<file path="config.mk">
export PLATFORM = sky130hd
export DESIGN_NAME = carc_top
export DESIGN_NICKNAME = d
export VERILOG_FILES = /design/src/include/carc_pkg.sv /design/src/rtl/carc_circ_step.sv /design/src/rtl/carc_top.sv
export SDC_FILE = /design/constraint.sdc
export NUM_CORES = 2
export LEC_CHECK = 0
export CELL_PAD_IN_SITES_DETAIL_PLACEMENT = 1
export CELL_PAD_IN_SITES_GLOBAL_PLACEMENT = 1
export CORE_ASPECT_RATIO = 1.4
export CORE_MARGIN = 5
export CORE_UTILIZATION = 25
export DETAILED_ROUTE_END_ITERATION = 6
export DONT_BUFFER_PORTS = 1
export HOLD_SLACK_MARGIN = 0.1
export PLACE_DENSITY = 0.44
export SYNTH_ARGS = -nofsm -noshare
export SYNTH_HDL_FRONTEND = slang
export SYNTH_HIERARCHICAL = 1
export SYNTH_SLANG_ARGS = --single-unit
</file>
<file path="constraint.sdc">
create_clock -name i_clk -period 7.3 [get_ports i_clk]
set_input_delay 1.46 -clock i_clk [delete_from_list [all_inputs] [get_ports i_clk]]
set_output_delay 1.46 -clock i_clk [all_outputs]
set_load 0.01 [all_outputs]
</file>
<file path="src/include/carc_pkg.sv">
// Constants for the circular-address and repeat-control block.
// Assumes a 16-bit data path and a page-0 register port.
package carc_pkg;
   localparam int unsigned DW = 16;
   // ----------------------------------------------------------------
   // Register indices inside data page 0
   // ----------------------------------------------------------------
   localparam logic [6:0] ADDR_AUX_BASE = 7'h10;
   localparam logic [6:0] ADDR_CSA1 = 7'h1e;
   localparam logic [6:0] ADDR_CSA2 = 7'h1f;
   localparam logic [6:0] ADDR_CEA1 = 7'h20;
   localparam logic [6:0] ADDR_CEA2 = 7'h21;
   localparam logic [6:0] ADDR_CCTL = 7'h22;
   localparam logic [6:0] ADDR_RCNT = 7'h23;
   localparam logic [6:0] ADDR_BRCNT = 7'h24;
   localparam logic [6:0] ADDR_STAT = 7'h25;
   localparam logic [6:0] ADDR_IO_BASE = 7'h50;
   localparam logic [6:0] ADDR_IO_MASK = 7'h70;
   // ----------------------------------------------------------------
   // Control register layout
   // ----------------------------------------------------------------
   localparam int unsigned CC_SEL1_LSB = 0;
   localparam int unsigned CC_EN1_BIT = 3;
   localparam int unsigned CC_SEL2_LSB = 4;
   localparam int unsigned CC_EN2_BIT = 7;
   localparam logic [15:0] CCTL_RESET = 16'h0000;
   localparam int unsigned BLOCK_MIN_LEN = 3;
   localparam int unsigned N_AUX = 8;
   localparam int unsigned N_IO = 16;
   typedef enum logic [1:0]
   {
      CARC_IDLE = 2'b00,
      CARC_FETCH = 2'b01,
      CARC_REPEAT = 2'b10
   } carc_state_t;
endpackage

</file>
<file path="src/rtl/carc_circ_step.sv">
// Postincrement step of one circular pointer.
// Assumes start and end addresses already loaded by software.
`timescale 1ns/1ps
module carc_circ_step #(parameter int unsigned W = 16)
(
   input wire logic i_en,
   input wire logic [W-1:0] i_ptr,
   input wire logic [W-1:0] i_start,
   input wire logic [W-1:0] i_end,
   input wire logic [W-1:0] i_step,
   output logic [W-1:0] o_next,
   output logic o_wrap
);
   // Wrap only after the end address itself was used
   always_comb
   begin
      o_wrap = i_en && (i_ptr == i_end);
      if (o_wrap)
      begin
         o_next = i_start;
      end
      else
      begin
         o_next = i_ptr + i_step;
      end
   end
endmodule

</file>
<file path="src/rtl/carc_top.sv">
// Circular addressing, block repeat and single repeat control.
// Assumes the core pipeline drives one access request per cycle.
// What this block does
// - Two concurrent circular buffers via aux pointers
// - Five mapped registers govern circular buffers
// - Pointer at end reloads start on postincrement
// - Control 0fh enables buffer one, pointer seven
// - Aux registers mapped in data page zero
// - Block loops of 3 to 65536 words
// - Block end jumps to start, no cycles
// - Block loops stay interruptible
// - Sixteen-bit single repeat counter
// - Operand N gives N plus one executions
// - Repeated instruction fetched once and latched
// - Repeated multicycle instructions take one cycle
// - Program bus moves second operand in parallel
// - Program counter holds second address, increments
// - Each cycle increments operand address, decrements counter until it is zero
// - Repeated input rewrites the one I/O location on i_addr
// - Sixteen I/O ports mapped in page zero
//
// Chosen here: the address-and-strobe port and the register addresses.
`timescale 1ns/1ps
module carc_top #(parameter int unsigned W = 16)
(
   input wire logic i_clk,
   input wire logic i_nrst,
   input wire logic [6:0] i_addr,
   input wire logic [W-1:0] i_wdata,
   input wire logic i_wr,
   input wire logic i_rd,
   output logic [W-1:0] o_rdata,
   input wire logic i_acc_valid,
   input wire logic [2:0] i_acc_sel,
   input wire logic [W-1:0] i_acc_step,
   input wire logic i_pc_valid,
   input wire logic [W-1:0] i_pc,
   input wire logic i_rpt_start,
   input wire logic [W-1:0] i_rpt_count,
   input wire logic [W-1:0] i_rpt_addr2,
   input wire logic [W-1:0] i_instr,
   input wire logic i_blk_start,
   input wire logic [W-1:0] i_blk_begin,
   input wire logic [W-1:0] i_blk_end,
   input wire logic [W-1:0] i_blk_count,
   input wire logic i_irq_take,
   input wire logic [W-1:0] i_io_in,
   output logic [W-1:0] o_aux_ptr,
   output logic o_fetch_en,
   output logic [W-1:0] o_instr,
   output logic o_rpt_active,
   output logic [W-1:0] o_prog_addr,
   output logic o_pc_load,
   output logic [W-1:0] o_pc_next,
   output logic o_blk_active,
   output logic [W-1:0] o_io_out
);
   // ----------------------------------------------------------------
   // Register state
   // ----------------------------------------------------------------
   logic [W-1:0] aux_ff [carc_pkg::N_AUX];
   logic [W-1:0] nxt_aux [carc_pkg::N_AUX];
   logic [W-1:0] io_ff [carc_pkg::N_IO];
   logic [W-1:0] nxt_io [carc_pkg::N_IO];
   logic [W-1:0] csa1_ff, csa2_ff, cea1_ff, cea2_ff, cctl_ff;
   logic [W-1:0] nxt_csa1, nxt_csa2, nxt_cea1, nxt_cea2, nxt_cctl;
   logic [W-1:0] rdata_ff, nxt_rdata;
   logic [W-1:0] ptr1, nx1, nx2;
   logic [2:0] sel1, sel2;
   logic en1, en2, wrap1, wrap2;
   logic io_sel;
   logic [3:0] io_idx;

   assign sel1 = cctl_ff[carc_pkg::CC_SEL1_LSB +: 3];
   assign sel2 = cctl_ff[carc_pkg::CC_SEL2_LSB +: 3];
   assign en1 = cctl_ff[carc_pkg::CC_EN1_BIT];
   assign en2 = cctl_ff[carc_pkg::CC_EN2_BIT];
   assign ptr1 = aux_ff[i_acc_sel];
   assign io_sel = (i_addr & carc_pkg::ADDR_IO_MASK) ==
      carc_pkg::ADDR_IO_BASE;
   assign io_idx = i_addr[3:0];

   // Two buffers evaluated side by side
   carc_circ_step #(.W(W)) u_step1
   (
      .i_en(en1 && (sel1 == i_acc_sel)),
      .i_ptr(ptr1),
      .i_start(csa1_ff),
      .i_end(cea1_ff),
      .i_step(i_acc_step),
      .o_next(nx1),
      .o_wrap(wrap1)
   );
   carc_circ_step #(.W(W)) u_step2
   (
      .i_en(en2 && (sel2 == i_acc_sel)),
      .i_ptr(ptr1),
      .i_start(csa2_ff),
      .i_end(cea2_ff),
      .i_step(i_acc_step),
      .o_next(nx2),
      .o_wrap(wrap2)
   );

   // ----------------------------------------------------------------
   // Repeat state
   // ----------------------------------------------------------------
   carc_pkg::carc_state_t st_ff, nxt_st;
   logic [W-1:0] rcnt_ff, nxt_rcnt;
   logic [W-1:0] instr_ff, nxt_instr;
   logic [W-1:0] paddr_ff, nxt_paddr;
   logic blk_ff, nxt_blk;
   logic [W-1:0] bcnt_ff, nxt_bcnt;
   logic [W-1:0] bbeg_ff, nxt_bbeg, bend_ff, nxt_bend;
   logic rpt_step;

   assign rpt_step = (st_ff == carc_pkg::CARC_REPEAT);

   always_comb
   begin
      nxt_aux = aux_ff;
      nxt_io = io_ff;
      nxt_csa1 = csa1_ff;
      nxt_csa2 = csa2_ff;
      nxt_cea1 = cea1_ff;
      nxt_cea2 = cea2_ff;
      nxt_cctl = cctl_ff;
      // Pointer update, end address included in range
      if (i_acc_valid)
      begin
         if (en1 && sel1 == i_acc_sel)
            nxt_aux[i_acc_sel] = nx1;
         else if (en2 && sel2 == i_acc_sel)
            nxt_aux[i_acc_sel] = nx2;
         else
            nxt_aux[i_acc_sel] = aux_ff[i_acc_sel] + i_acc_step;
      end
      // Repeated input moves the port word to the I/O location on i_addr
      if (rpt_step && io_sel)
         nxt_io[io_idx] = i_io_in;
      // Software write wins over a hardware update in the same cycle
      if (i_wr)
      begin
         if (i_addr >= carc_pkg::ADDR_AUX_BASE &&
            i_addr < carc_pkg::ADDR_AUX_BASE + 7'h08)
            nxt_aux[i_addr[2:0]] = i_wdata;
         if (io_sel)
            nxt_io[io_idx] = i_wdata;
         unique case (i_addr)
            carc_pkg::ADDR_CSA1: nxt_csa1 = i_wdata;
            carc_pkg::ADDR_CSA2: nxt_csa2 = i_wdata;
            carc_pkg::ADDR_CEA1: nxt_cea1 = i_wdata;
            carc_pkg::ADDR_CEA2: nxt_cea2 = i_wdata;
            carc_pkg::ADDR_CCTL: nxt_cctl = i_wdata;
            default: nxt_cctl = nxt_cctl;
         endcase
      end
   end

   // Read decode; unmapped addresses read zero
   always_comb
   begin
      nxt_rdata = '0;
      if (i_rd)
      begin
         if (i_addr >= carc_pkg::ADDR_AUX_BASE &&
            i_addr < carc_pkg::ADDR_AUX_BASE + 7'h08)
            nxt_rdata = aux_ff[i_addr[2:0]];
         else if (io_sel)
            nxt_rdata = io_ff[io_idx];
         else
         begin
            unique case (i_addr)
               carc_pkg::ADDR_CSA1: nxt_rdata = csa1_ff;
               carc_pkg::ADDR_CSA2: nxt_rdata = csa2_ff;
               carc_pkg::ADDR_CEA1: nxt_rdata = cea1_ff;
               carc_pkg::ADDR_CEA2: nxt_rdata = cea2_ff;
               carc_pkg::ADDR_CCTL: nxt_rdata = cctl_ff;
               carc_pkg::ADDR_RCNT: nxt_rdata = rcnt_ff;
               carc_pkg::ADDR_BRCNT: nxt_rdata = bcnt_ff;
               carc_pkg::ADDR_STAT: nxt_rdata = {14'h0000, blk_ff, rpt_step};
               default: nxt_rdata = '0;
            endcase
         end
      end
   end

   // Single repeat and block repeat sequencing
   always_comb
   begin
      nxt_st = st_ff;
      nxt_rcnt = rcnt_ff;
      nxt_instr = instr_ff;
      nxt_paddr = paddr_ff;
      nxt_blk = blk_ff;
      nxt_bcnt = bcnt_ff;
      nxt_bbeg = bbeg_ff;
      nxt_bend = bend_ff;
      unique case (st_ff)
         carc_pkg::CARC_IDLE:
         begin
            if (i_rpt_start)
            begin
               nxt_rcnt = i_rpt_count;
               nxt_paddr = i_rpt_addr2;
               nxt_st = carc_pkg::CARC_FETCH;
            end
         end
         carc_pkg::CARC_FETCH:
         begin
            nxt_instr = i_instr;
            nxt_st = carc_pkg::CARC_REPEAT;
         end
         carc_pkg::CARC_REPEAT:
         begin
            // One execution per cycle, count+1 in all
            nxt_paddr = paddr_ff + 16'h0001;
            if (rcnt_ff == 16'h0000)
               nxt_st = carc_pkg::CARC_IDLE;
            else
               nxt_rcnt = rcnt_ff - 16'h0001;
         end
      endcase
      if (i_blk_start)
      begin
         nxt_blk = 1'b1;
         nxt_bcnt = i_blk_count;
         nxt_bbeg = i_blk_begin;
         nxt_bend = i_blk_end;
      end
      else if (blk_ff && i_pc_valid && i_pc == bend_ff && !i_irq_take)
      begin
         if (bcnt_ff == 16'h0000)
            nxt_blk = 1'b0;
         else
            nxt_bcnt = bcnt_ff - 16'h0001;
      end
   end

   always_ff @(posedge i_clk or negedge i_nrst)
   begin
      if (!i_nrst)
      begin
         aux_ff <= '{default: '0};
         io_ff <= '{default: '0};
         csa1_ff <= '0;
         csa2_ff <= '0;
         cea1_ff <= '0;
         cea2_ff <= '0;
         cctl_ff <= carc_pkg::CCTL_RESET;
         rdata_ff <= '0;
         st_ff <= carc_pkg::CARC_IDLE;
         rcnt_ff <= '0;
         instr_ff <= '0;
         paddr_ff <= '0;
         blk_ff <= 1'b0;
         bcnt_ff <= '0;
         bbeg_ff <= '0;
         bend_ff <= '0;
      end
      else
      begin
         aux_ff <= nxt_aux;
         io_ff <= nxt_io;
         csa1_ff <= nxt_csa1;
         csa2_ff <= nxt_csa2;
         cea1_ff <= nxt_cea1;
         cea2_ff <= nxt_cea2;
         cctl_ff <= nxt_cctl;
         rdata_ff <= nxt_rdata;
         st_ff <= nxt_st;
         rcnt_ff <= nxt_rcnt;
         instr_ff <= nxt_instr;
         paddr_ff <= nxt_paddr;
         blk_ff <= nxt_blk;
         bcnt_ff <= nxt_bcnt;
         bbeg_ff <= nxt_bbeg;
         bend_ff <= nxt_bend;
      end
   end

   // ----------------------------------------------------------------
   // Outputs
   // ----------------------------------------------------------------
   assign o_rdata = rdata_ff;
   assign o_aux_ptr = aux_ff[i_acc_sel];
   assign o_fetch_en = !rpt_step;
   assign o_instr = instr_ff;
   assign o_rpt_active = rpt_step;
   assign o_prog_addr = paddr_ff;
   // Loop back is taken in the same cycle as the end fetch
   assign o_pc_load = blk_ff && i_pc_valid && i_pc == bend_ff &&
      bcnt_ff != 16'h0000 && !i_irq_take;
   assign o_pc_next = bbeg_ff;
   assign o_blk_active = blk_ff;
   assign o_io_out = io_ff[io_idx];

   // ----------------------------------------------------------------
   // Checks
   // ----------------------------------------------------------------
   a_wrap_to_start: assert property (@(posedge i_clk) disable iff (!i_nrst)
      i_acc_valid && !i_wr && en1 && sel1 == i_acc_sel &&
      aux_ff[i_acc_sel] == cea1_ff |=> aux_ff[$past(i_acc_sel)] ==
      $past(csa1_ff))
      else $error("pointer did not wrap to start");
   a_repeat_count: assert property (@(posedge i_clk) disable iff (!i_nrst)
      st_ff == carc_pkg::CARC_FETCH && rcnt_ff == 16'h0002 |=>
      rpt_step [*3] ##1 !rpt_step)
      else $error("repeat count wrong");
   a_fetch_once: assert property (@(posedge i_clk) disable iff (!i_nrst)
      rpt_step |-> !o_fetch_en ##1 $stable(instr_ff))
      else $error("fetch during repeat");
   a_addr_incr: assert property (@(posedge i_clk) disable iff (!i_nrst)
      rpt_step |=> paddr_ff == $past(paddr_ff) + 16'h0001)
      else $error("operand address not incremented");
   a_block_loop: assert property (@(posedge i_clk) disable iff (!i_nrst)
      o_pc_load && !i_blk_start |-> o_pc_next == bbeg_ff ##1
      (blk_ff && bcnt_ff == $past(bcnt_ff) - 16'h0001))
      else $error("block loop back wrong");
   a_irq_open: assert property (@(posedge i_clk) disable iff (!i_nrst)
      blk_ff && i_irq_take && !i_blk_start |-> !o_pc_load ##1
      (blk_ff && bcnt_ff == $past(bcnt_ff)))
      else $error("loop blocked interrupt");
   a_ctl_write: assert property (@(posedge i_clk) disable iff (!i_nrst)
      i_wr && i_addr == carc_pkg::ADDR_CCTL && i_wdata == 16'h000f |=>
      en1 && sel1 == 3'h7 && !en2)
      else $error("control write not applied");
   a_aux_mapped: assert property (@(posedge i_clk) disable iff (!i_nrst)
      i_wr && i_addr >= carc_pkg::ADDR_AUX_BASE &&
      i_addr < carc_pkg::ADDR_AUX_BASE + 7'h08 |=>
      aux_ff[$past(i_addr[2:0])] == $past(i_wdata))
      else $error("aux write lost");
endmodule

</file>
==> run summary <==
Vias in the first global route: 29900
Post-synthesis sequential area ratio: 0.418
Fin crit share: 0.846
Total iterations of the first detailed-routing run: 6
Post CTS Setup Buffer Count: 0
Slew Viols, Final: 0
Drt initial violations: 2003
Port bufs: 0
CP Max Fanout: 16
Seq. cell area: 14500 um2
Top-area cell type share of the netlist area: 0.418
Hold_ws: 0.497 ns
Final Power: 12.6 mW
Crit path top cell by count: o21ai_0
CP delay by family, top: compound AO/OA/AOI/OAI gates
Fin worst setup slack: 1.12 ns
Row Count: 161
Main synth FF type: dfrtp_1
Least-Margin Pin Slew: 1.13 ns
Global placement routability congestion: 0.880
First-pass GRT wire length: 238 mm
Die width: 325 um
Share of flip-flops with an asynchronous set or reset: 1.00
Post-cts repair resize count: 0
WL final: 168 mm
Setup CP Type: primary input to register
CP max stage delay: 0.56 ns
Startpoint Class: primary input
Share of cells above drive strength 1: 0.152
DIE HEIGHT: 451 um
Sw Share: 0.386
Placed instance area: 36600 um2
Die Area: 146000 um2
Synth cell types: 78
Initial Util: 0.252
GR Overflow Total: 0
WP buf/inv: 1
Area of the multi-input gates: 19100 um2
Pwr/cell area: 323 nW/um2
Fmax: 0.162 GHz
Total negative slack: 0 ns
CTS H-tree depth: 3
# setup viols final: 0
Filler Cell Count: 15700
Clk_skew: 0.0292 ns
Final min period: 6.18 ns
Syn_area_per_cell: 9.72 um2
Leak: 15.6 nW
Clk sinks: 579
Clock power frac: 0.288
Final core occ: 0.283
Flop pwr share: 0.390
Post-route ant nets: 0
Crit end category: register
CP Data Arrival Time: 6.67 ns
Drc violations: 0
Placed insts: 5168
WL/cell: 31.7 um
Mapped Nets: 3801
Post-Syn Instances: 3567
Via count: 28700
Final non-filler cell area: 39000 um2
Synth area leaders: dfrtp_1 (42%), mux2i_1 (8.2%), mux4_2 (7.3%)
Setup WS pre-CTS: 0.538 ns
Via density: 5.40
Sw Pwr: 4.87 mW
CP max-delay cell: a311oi_1
Max-cap violation count: 0
Relative slew slack: 0.246
Required @ worst endpoint: 7.79 ns
CTS Buffer Depth: 3
Ys Warns: 6
Placeable Area: 138000 um2
Comb power frac: 0.323
Largest area contributor in the netlist: dfrtp_1
Pin count of the biggest net entering global routing: 580
Hold Path Class: primary input to async pin
Hold Fails Final Rpt: 0
Clock Root Buffer: clkbuf_16
Netlist Area Pre-Place: 34700 um2
Outcome: complete, no violations
TritonCTS clock tree: built
Clk_lat worst skew: 0.67 ns
Clock Pin Slew Worst Setup and Hold Paths: 0.06 ns
Initial antenna violation count: 9
Layout Cells excl Fill: 5305
Worst VDD drop: 0.137 mV
NumNets Final: 3687
RSZ-0062 raised after global routing: no
Dpl hpwl: 114 mm
Total track usage: 0.223
CTS Buf Count: 73
# hold bufs at CTS: 0
Int Pwr: 7.74 mW
Number of synthesized flops with an enable pin: 0
FF+latch count, synth: 579
CP cell instances: clkinv_1 -> and2_1 -> a22oi_1 -> nand4_1 -> ha_1 -> fa_1 -> a21oi_1 -> o21ai_0 -> a311oi_1 -> o21ai_0 -> xnor2_1 -> mux2_4 -> a2111oi_0 -> a21oi_1 -> o21ai_1 -> o21ai_0
Area growth syn-to-layout: 12.6%
I/O pins: 279
==> kinds of logic (layout without fill, tap and decap cells) <==
logic type	count (synthesis)	count (layout)	share of synthesized area
muxes	558	558	0.208
adders and majority gates	55	55	0.0205
AOI/OAI and AO/OA	987	987	0.166
xor gates and xnor gates	106	106	0.0268
and+or+nand+nor	972	972	0.125
buffers and inverters	310	250	0.0357
other	0	5	0
DFF	579	579	0.418
==> cell type report <==
class / count / share of cell area
antenna: 5 / 0.000320
clock buffer: 108 / 0.0548
clock inverter: 21 / 0.00429
inverter: 26 / 0.00250
multi-input combinational: 2678 / 0.490
sequential: 579 / 0.371
tap: 1793 / 0.0575
timing repair buffer: 95 / 0.0198
==> path summary, 6_finish.rpt <==
kind | startpoint | end | slack, ns | depth (start not counted)
worst max-delay path | i_acc_sel[2] | aux_ff[30] | 1.12 | 16
worst min-delay path | i_nrst | bend_ff[9] | 0.50 | 0
worst max register to register | aux_ff[16] | aux_ff[30] | 2.30 | 14
worst min register to register | cctl_ff[10] | cctl_ff[10] | 0.51 | 1
max in group asynchronous | i_nrst | aux_ff[107] | 4.62 | 2
min in group i_clk | cctl_ff[10] | cctl_ff[10] | 0.51 | 1
==> cells in the final DEF, fill, tap and decap left out, types with 12 or more instances in the layout <==
| cell | netlist | routed |
|---|---|---|
| mux2_2 | 155 | 155 |
| xnor2_1 | 59 | 59 |
| a221oi_1 | 12 | 12 |
| o21ai_1 | 19 | 18 |
| and2_1 | 15 | 15 |
| a21o_1 | 15 | 15 |
| nor3_1 | 26 | 23 |
| nor2_1 | 361 | 341 |
| buf_4 | 3 | 92 |
| dfrtp_1 | 579 | 579 |
| clkbuf_8 | 0 | 18 |
| inv_1 | 24 | 24 |
| ha_1 | 52 | 51 |
| o21ai_0 | 248 | 248 |
| nand3_1 | 44 | 42 |
| xor2_1 | 47 | 47 |
| mux2i_1 | 285 | 285 |
| a21oi_1 | 408 | 408 |
| a31oi_1 | 40 | 40 |
| nand2_1 | 357 | 357 |
| and3_1 | 43 | 43 |
| nand2b_1 | 15 | 15 |
| mux4_2 | 113 | 113 |
| clkbuf_1 | 226 | 17 |
| nand4_1 | 27 | 27 |
| o21a_1 | 14 | 14 |
| a22oi_1 | 81 | 81 |
| o22ai_1 | 29 | 29 |
| clkbuf_16 | 0 | 73 |
==> state kept, by name, summed over array words and instances (netlist names) <==
register and count:
bcnt_ff 16, csa1_ff 16, o_pc_next 16, cea2_ff 16, o_instr 16, o_rdata 16, csa2_ff 16, o_blk_active 1
io_ff 256, rcnt_ff 16, cea1_ff 16, cctl_ff 16, o_prog_addr 16, st_ff 2, aux_ff 128, bend_ff 16
==> power groups by stage <==
stage | logic (mW) | clock network [mW] | registers, mW
final | 4.07 | 3.63 | 4.91
after global routing | 4.41 | 3.87 | 4.99
after CTS | 4.02 | 3.77 | 4.91
after detailed placement | 4.01 | 0 | 4.96
after global placement | 3.98 | 0 | 4.97
after floorplan | 2.80 | 0 | 4.50
==> worst reg2reg max path, cell delays in order (launching register included) <==
cell,delay [ns]
dfrtp_1,0.43
a22oi_1,0.21
nand4_1,0.39
ha_1,0.42
fa_1,0.42
a21oi_1,0.22
o21ai_0,0.21
a311oi_1,0.56
o21ai_0,0.22
xnor2_1,0.18
mux2_4,0.29
a2111oi_0,0.37
a21oi_1,0.11
o21ai_1,0.56
o21ai_0,0.24
==> cell usage after synthesis (all sizes together), types with 12 or more instances <==
master,count
dfrtp,579
a21oi,408
nor2,361
nand2,357
mux2i,285
o21ai,267
clkbuf,226
mux2,160
mux4,113
a22oi,81
xnor2,59
buf,58
ha,52
xor2,47
nand3,44
and3,43
a31oi,40
nor3,30
o22ai,29
nand4,27
inv,25
a21o,15
and2,15
nand2b,15
o21a,14
a21boi,12
a221oi,12
==> layer usage <==
layer	GRT usage	up-vias	routed length [um]
li1	-	12800	-
met1	0.267	14900	67700
met2	0.395	779	84400
met3	0.0351	243	8130
met4	0.0988	0	7990
met5	0	-	0
Power figures use the tool's default switching activity.
